==> config.mk <==
export PLATFORM = sky130hd
export DESIGN_NAME = comm_error_classifier_log
export DESIGN_NICKNAME = d
export VERILOG_FILES = /design/src/comm_err_pkg.sv /design/src/hist_if.sv /design/src/err_history.sv /design/src/comm_error_classifier_log.sv
export SDC_FILE = /design/constraint.sdc
export NUM_CORES = 1
export LEC_CHECK = 0
export ABC_AREA = 1
export ABC_CLOCK_PERIOD_IN_PS = 3160
export BUFFER_PORTS_ARGS = -buffer_cell sky130_fd_sc_hd__buf_4
export CORE_UTILIZATION = 30
export DETAILED_ROUTE_END_ITERATION = 16
export GPL_TIMING_DRIVEN = 0
export MAX_ROUTING_LAYER = met4
export SYNTH_ARGS = -nofsm -noshare
export SYNTH_HDL_FRONTEND = slang
export SYNTH_SLANG_ARGS = --single-unit
==> constraint.sdc <==
create_clock -name clk -period 3.16 [get_ports clk]
set_input_delay 0.632 -clock clk [delete_from_list [all_inputs] [get_ports clk]]
set_output_delay 0.632 -clock clk [all_outputs]
set_load 0.02 [all_outputs]
==> src/comm_err_pkg.sv <==
/*
 * shared constants for the communication error classifier and its history log.
 * assumes a single clock domain; no software-visible registers.
 */
package comm_err_pkg;
    localparam int CODE_W = 8;
    localparam int HIST_DEPTH = 10;
    localparam logic [7:0] ERR_LINK = 8'h84;
    localparam logic [7:0] ERR_UNDEFINED = 8'h88;
    localparam logic [7:0] ERR_PORT_BUSY = 8'h89;
    localparam logic [7:0] ERR_NVM_BUSY = 8'h8a;
    localparam logic [7:0] ERR_RANGE = 8'h8c;
    localparam logic [7:0] ERR_EXEC_DISABLED = 8'h8d;
    localparam logic [7:0] NO_CODE = 8'h00;
    localparam logic [3:0] HIST_EMPTY = 4'h0;
endpackage

==> src/hist_if.sv <==
/*
 * carrier between the classifier and the history store.
 * assumes both ends run on the same clock.
 */
`timescale 1ns/1ps
interface hist_if;
    logic push;
    logic [7:0] code;
    logic clear;
    logic [3:0] rdIndex;
    logic [7:0] rdCode;
    logic [3:0] count;
    modport ctrl (output push, output code, output clear, output rdIndex,
                  input rdCode, input count);
    modport store (input push, input code, input clear, input rdIndex,
                   output rdCode, output count);
endinterface

==> src/err_history.sv <==
/*
 * newest-first history of communication error codes held in volatile storage.
 * assumes push and clear come from logic on the same clock.
 */
`timescale 1ns/1ps
module err_history #(
    parameter int DEPTH = comm_err_pkg::HIST_DEPTH
) (
    input wire logic clk,     // system clock
    input wire logic arst_n,  // async reset, active low
    hist_if.store hist        // push, clear and read port
);
    logic [7:0] entries [DEPTH];
    logic [3:0] count;

    // shift register: entry 0 is always the newest; oldest drops off the end
    always_ff @(posedge clk or negedge arst_n) begin
        if (!arst_n) begin
            for (int i = 0; i < DEPTH; i++) begin
                entries[i] <= comm_err_pkg::NO_CODE;
            end
        end else if (hist.push) begin
            entries[0] <= hist.code;
            for (int i = 1; i < DEPTH; i++) begin
                entries[i] <= entries[i-1];
            end
        end else if (hist.clear) begin
            for (int i = 0; i < DEPTH; i++) begin
                entries[i] <= comm_err_pkg::NO_CODE;
            end
        end
    end

    // valid-entry count; a push in the clear cycle wins so the event is kept
    always_ff @(posedge clk or negedge arst_n) begin
        if (!arst_n) begin
            count <= comm_err_pkg::HIST_EMPTY;
        end else if (hist.push && hist.clear) begin
            count <= 4'h1;
        end else if (hist.push) begin
            if (count < 4'(DEPTH)) begin
                count <= count + 4'h1;
            end
        end else if (hist.clear) begin
            count <= comm_err_pkg::HIST_EMPTY;
        end
    end

    // reads past the held entries show zero
    assign hist.rdCode = (hist.rdIndex < count) ? entries[hist.rdIndex] : comm_err_pkg::NO_CODE;
    assign hist.count = count;
endmodule

==> src/comm_error_classifier_log.sv <==
/*
 * classifies why a master request is refused and logs the error code.
 * assumes request and status inputs come from logic on the same clock;
 * the frame decoder upstream flags link errors and undefined commands.
 */
`timescale 1ns/1ps
// Overview of operation
// - undefined command code is refused and logged as 88h
// - command refused with 89h while operator tool port is communicating
// - nvm processing, internal busy or nvm alarm refuses command with 8Ah
// - out-of-range setting data is not applied and 8Ch is logged
// - command not allowed in current state is refused with 8Dh
// - history holds up to ten codes, newest first, volatile
// - monitor read returns logged codes newest first
// - maintenance clear empties the history; an error logged in the same cycle stays as the only entry
// - history is empty after power-up or reset
// - framing or check-character error logs 84h
module comm_error_classifier_log #(
    parameter int DEPTH = comm_err_pkg::HIST_DEPTH
) (
    input wire logic clk,                      // 200 MHz system clock
    input wire logic arst_n,                   // async reset, active low
    input wire logic frameError,               // pulse: framing or check error seen
    input wire logic reqValid,                 // pulse: decoded request from master
    input wire logic cmdDefined,               // request's command code is defined
    input wire logic isWrite,                  // request carries setting data
    input wire logic dataInRange,              // setting data within permitted range
    input wire logic execAllowed,              // device state allows this command
    input wire logic toolPortActive,           // operator tool port is communicating
    input wire logic nvmProcessing,            // non-volatile memory work under way
    input wire logic internal_processing_busy, // internal busy flag
    input wire logic nvmErrorAlarm,            // non-volatile memory error alarm
    output logic reqAccept,                    // pulse: request may be executed
    output logic reqRefuse,                    // pulse: request refused
    output logic [7:0] refuseCode,             // code of last refusal, registered
    input wire logic histClear,                // pulse: maintenance clear command
    input wire logic histRead,                 // pulse: monitor read of one entry
    input wire logic [3:0] histIndex,          // entry to read, 0 is newest
    output logic histReadValid,                // pulse: histReadCode is fresh
    output logic [7:0] histReadCode,           // read entry, zero if unused
    output logic [3:0] histCount               // number of entries held
);
    hist_if hist ();

    logic [7:0] next_code;
    logic refuse;

    // priority order: link error first, then the command checks in code order
    always_comb begin
        next_code = comm_err_pkg::NO_CODE;
        refuse = 1'b0;
        if (reqValid) begin
            refuse = 1'b1;
            if (!cmdDefined) begin
                next_code = comm_err_pkg::ERR_UNDEFINED;
            end else if (toolPortActive) begin
                next_code = comm_err_pkg::ERR_PORT_BUSY;
            end else if (nvmProcessing || internal_processing_busy || nvmErrorAlarm) begin
                next_code = comm_err_pkg::ERR_NVM_BUSY;
            end else if (isWrite && !dataInRange) begin
                next_code = comm_err_pkg::ERR_RANGE;
            end else if (!execAllowed) begin
                next_code = comm_err_pkg::ERR_EXEC_DISABLED;
            end else begin
                refuse = 1'b0;
            end
        end
    end

    // accept only when every check passes, so a refusal never reaches settings
    assign reqAccept = reqValid && !refuse && !frameError;
    assign reqRefuse = reqValid && (refuse || frameError);

    // a corrupt frame overrides any classification of its content
    assign hist.push = frameError || refuse;
    assign hist.code = frameError ? comm_err_pkg::ERR_LINK : next_code;
    assign hist.clear = histClear;
    assign hist.rdIndex = histIndex;

    // last refusal code kept for the response formatter
    always_ff @(posedge clk or negedge arst_n) begin
        if (!arst_n) begin
            refuseCode <= comm_err_pkg::NO_CODE;
        end else if (hist.push) begin
            refuseCode <= hist.code;
        end
    end

    // monitor read answers one cycle later from flops
    always_ff @(posedge clk or negedge arst_n) begin
        if (!arst_n) begin
            histReadValid <= 1'b0;
            histReadCode <= comm_err_pkg::NO_CODE;
        end else begin
            histReadValid <= histRead;
            if (histRead) begin
                histReadCode <= hist.rdCode;
            end
        end
    end

    assign histCount = hist.count;

    err_history #(
        .DEPTH(DEPTH)
    ) history (
        .clk(clk),
        .arst_n(arst_n),
        .hist(hist)
    );
endmodule

==> metrics.log <==
INFO  metric post_dp_cell_area = 3640 um2
INFO  metric max_slew.worst_pin.slew = 826 ps
INFO  metric clk_root_buffer_cell = sky130_fd_sc_hd__clkbuf_8
INFO  metric netlist-cell-type-count = 23
INFO  metric synth_area = 3190 um2
INFO  metric sequential_share_of_power = 47.6%
INFO  metric power.clock.fraction = 38.4%
INFO  metric pwr_dens = 513 nW/um2
INFO  metric detail_route.wl_per_cell = 12.5 um
INFO  metric pwr-share-comb = 14.0%
INFO  metric max_freq = 475 MHz
INFO  metric timing.critical_path.from = internal_processing_busy
INFO  metric data_required_critical_path = 2530 ps
INFO  metric post_layout_nonfiller_instances = 611
INFO  metric hold_viol = 0
INFO  metric synthToLayoutAreaGrowth = 20.5%
INFO  metric globalRouteTotalUtil = 15.5%
INFO  metric hpwlAfterDp = 5310 um
INFO  metric routed_wirelength = 7650 um
INFO  metric switching_share = 27.3%
INFO  metric synth_area_per_cell = 7.60 um2
INFO  metric routabilityCongestion = 0.825
INFO  metric power = 1.97 mW
INFO  metric number_of_setup_violations_in_the_final_report = 0
INFO  metric setup_tns = 0 ps
INFO  metric cellInternalPower = 1.43 mW
INFO  metric place_worst_setup_slack = 1050 ps
INFO  metric synth-warning-count = 0
INFO  metric max_slew_margin = 44.9%
INFO  metric total_of_max_cap_violations = 0
INFO  metric pleak = 2.05 nW
INFO  metric ys_seq_elements = 65
INFO  metric worst_clock_skew = 10.2 ps
INFO  metric register_area_share_after_synthesis = 51.0%
INFO  metric dieHeight = 105 um
INFO  metric port_buffers = 34
INFO  metric mostFrequentLayoutCell = sky130_fd_sc_hd__nand2_1
INFO  metric floorplan.io_pins = 41
INFO  metric chipWidth = 105 um
INFO  metric netlist_instances = 420
INFO  metric rows = 37
INFO  metric antenna_cells = 0
INFO  metric finalCoreUtilization = 37.3%
INFO  metric clock_tree_buf_depth = 2
INFO  metric total_switching_power = 0.538 mW
INFO  metric clk_transition_reported_paths = 70 ps
INFO  metric rr_startpoint = history.hist.count[1]$_DFFE_PN0P_
INFO  metric fp.coreArea = 10,300 um2
INFO  metric grt_start_max_net_pins = 66
INFO  metric finalNetCount = 492
INFO  metric first_global_vias = 2,762
INFO  metric regToRegEndpoint = histReadCode[2]$_DFFE_PN0P_
INFO  metric final_max_slew_viol_count = 0
INFO  metric grt_antenna_before_repair = 0
INFO  metric remaining_drc_errors = 0
INFO  metric critical_path.max_fanout = 3
INFO  metric post_route_design_area = 3850 um2
INFO  metric ir_worst_vdd = 0.000188 V
INFO  metric h-tree-depth = 3
INFO  metric r2r_slack = 1760 ps
INFO  metric clkSinkCount = 65
INFO  metric unrepaired_setup_endpoints_after_global_routing = no
INFO  metric place_inst = 595
INFO  metric worst-r2r-cell-count = 8
INFO  metric cts_hold_buf = 0
INFO  metric timing.hold.ws = 391 ps
INFO  metric grt_pass1_wl = 13,100 um
INFO  metric setup_ws_post_layout = 1050 ps
INFO  metric clk-insertion-delay-late = 350 ps
INFO  metric min_path_type = in2async
INFO  metric drt_pre_antenna_iters = 4
INFO  metric tritoncts_clock_tree = built
INFO  metric post_route_cells_drive_above_1_share = 14.9%
INFO  metric startpoint_type = primary input
INFO  metric worst_setup_path_endpoint = reqAccept
INFO  metric grt_overflow_total = 0
INFO  metric vias_per_cell = 4.56
INFO  metric cts_made_buffers = 9
INFO  metric layout.cells.most_common_list = sky130_fd_sc_hd__nand2_1 (196), sky130_fd_sc_hd__dfrtp_1 (65), sky130_fd_sc_hd__buf_4 (40)
INFO  metric post_cts.repair.setup_buffers = 0
INFO  metric die_area = 11,100 um2
INFO  metric post_cts_resized = 0
INFO  metric critPathCaptureType = output pin
INFO  metric critical_path_arrival = 1470 ps
INFO  metric initial_util = 30.9%
INFO  metric route.antenna.remaining_nets = 0
INFO  metric fin_crit = 2110 ps
INFO  metric detailroute.via_count = 2,786
INFO  metric outcome = finished clean
INFO  metric crit_type = in2out
INFO  metric timing.final.crit_share = 66.7%
INFO  metric first_iter_violations = 121
worst min path at each step:
stage	end	slack [ps]	cells after the start
finish	history.entries[7]$_DFFE_PN0P_	390	1
global route	histReadValid$_DFF_PN0_	410	1
detailed placement	history.entries[10]$_DFFE_PN0P_	460	2
global placement	history.entries[10]$_DFFE_PN0P_	450	2
CTS	histReadCode[7]$_DFFE_PN0P_	410	1
floorplan	histReadCode[0]$_DFFE_PN0P_	340	0
kinds of logic (layout without fill, tap and decap cells):
| kind of cell | count (synthesis) | in the layout | synth area share (%) |
|---|---|---|---|
| other | 1 | 6 | 0.117 |
| XOR/XNOR | 1 | 1 | 0.274 |
| AND/OR/NAND/NOR | 256 | 256 | 32.9 |
| flip-flops | 65 | 65 | 51.0 |
| AO/OA/AOI/OAI | 39 | 39 | 6.39 |
| adder cells (fa/ha/maj) | 4 | 4 | 1.57 |
| buffers and inverters | 54 | 104 | 7.84 |
state kept, by name, summed over array words and instances (netlist names):
name / count
histReadCode: 5
histReadValid: 1
history.entries: 50
history.hist.count: 4
refuseCode: 5
synthesized netlist by cell type:
library cell | number | share of area [%]
sky130_fd_sc_hd__or2_2 | 1 | 0.20
sky130_fd_sc_hd__clkbuf_1 | 7 | 0.82
sky130_fd_sc_hd__o211ai_1 | 3 | 0.71
sky130_fd_sc_hd__nor2_4 | 1 | 0.35
sky130_fd_sc_hd__nor2_1 | 11 | 1.3
sky130_fd_sc_hd__inv_1 | 31 | 3.6
sky130_fd_sc_hd__nand2_1 | 196 | 23
sky130_fd_sc_hd__conb_1 | 1 | 0.12
sky130_fd_sc_hd__buf_4 | 6 | 1.4
sky130_fd_sc_hd__nand4_1 | 3 | 0.59
sky130_fd_sc_hd__ha_1 | 4 | 1.6
sky130_fd_sc_hd__nand2_2 | 2 | 0.39
sky130_fd_sc_hd__o21ai_0 | 26 | 4.1
sky130_fd_sc_hd__buf_6 | 2 | 0.71
sky130_fd_sc_hd__xor2_1 | 1 | 0.27
sky130_fd_sc_hd__nor2_2 | 1 | 0.20
sky130_fd_sc_hd__a31oi_1 | 1 | 0.20
sky130_fd_sc_hd__nand2_4 | 1 | 0.35
sky130_fd_sc_hd__buf_2 | 8 | 1.3
sky130_fd_sc_hd__dfrtp_1 | 65 | 51
sky130_fd_sc_hd__nand3b_1 | 2 | 0.47
sky130_fd_sc_hd__nand3_1 | 38 | 6.0
sky130_fd_sc_hd__a21oi_1 | 9 | 1.4
layer usage:
metal  routed length, um  up-vias  track usage (%)
met1                3610     1313             19.4
met2                3580       63             24.8
met3                 408        5             4.62
li1                    -     1405                -
met5                   0        -                -
met4                  47        0             3.62
area by class of cell:
| cell class | count | area, um2 |
|---|---|---|
| sequential | 65 | 1630 |
| fill | 1090 | 6480 |
| timing repair buffer | 34 | 255 |
| clock inverter | 6 | 82.6 |
| buffer | 23 | 134 |
| tap | 136 | 170 |
| clock buffer | 10 | 128 |
| multi-input combinational | 306 | 1330 |
| inverter | 31 | 116 |
critical path: stages:
cell and delay (ps):
sky130_fd_sc_hd__buf_4 110, sky130_fd_sc_hd__nor2_1 90, sky130_fd_sc_hd__nand2_1 90, sky130_fd_sc_hd__nor2_2 120, sky130_fd_sc_hd__nand2_2 80, sky130_fd_sc_hd__inv_1 50
sky130_fd_sc_hd__nand2_1 60, sky130_fd_sc_hd__nor2_1 90, sky130_fd_sc_hd__buf_4 140
power groups by stage:
stage / Clock, mW / Sequential [mW] / Combinational (mW)
after CTS: 0.773 / 0.938 / 0.279
final: 0.757 / 0.938 / 0.276
after detailed placement: 0 / 0.953 / 0.278
after global placement: 0 / 0.952 / 0.274
after global routing: 0.810 / 0.947 / 0.314
after floorplan: 0 / 0.959 / 0.155
(Power assumes the default switching activity.)
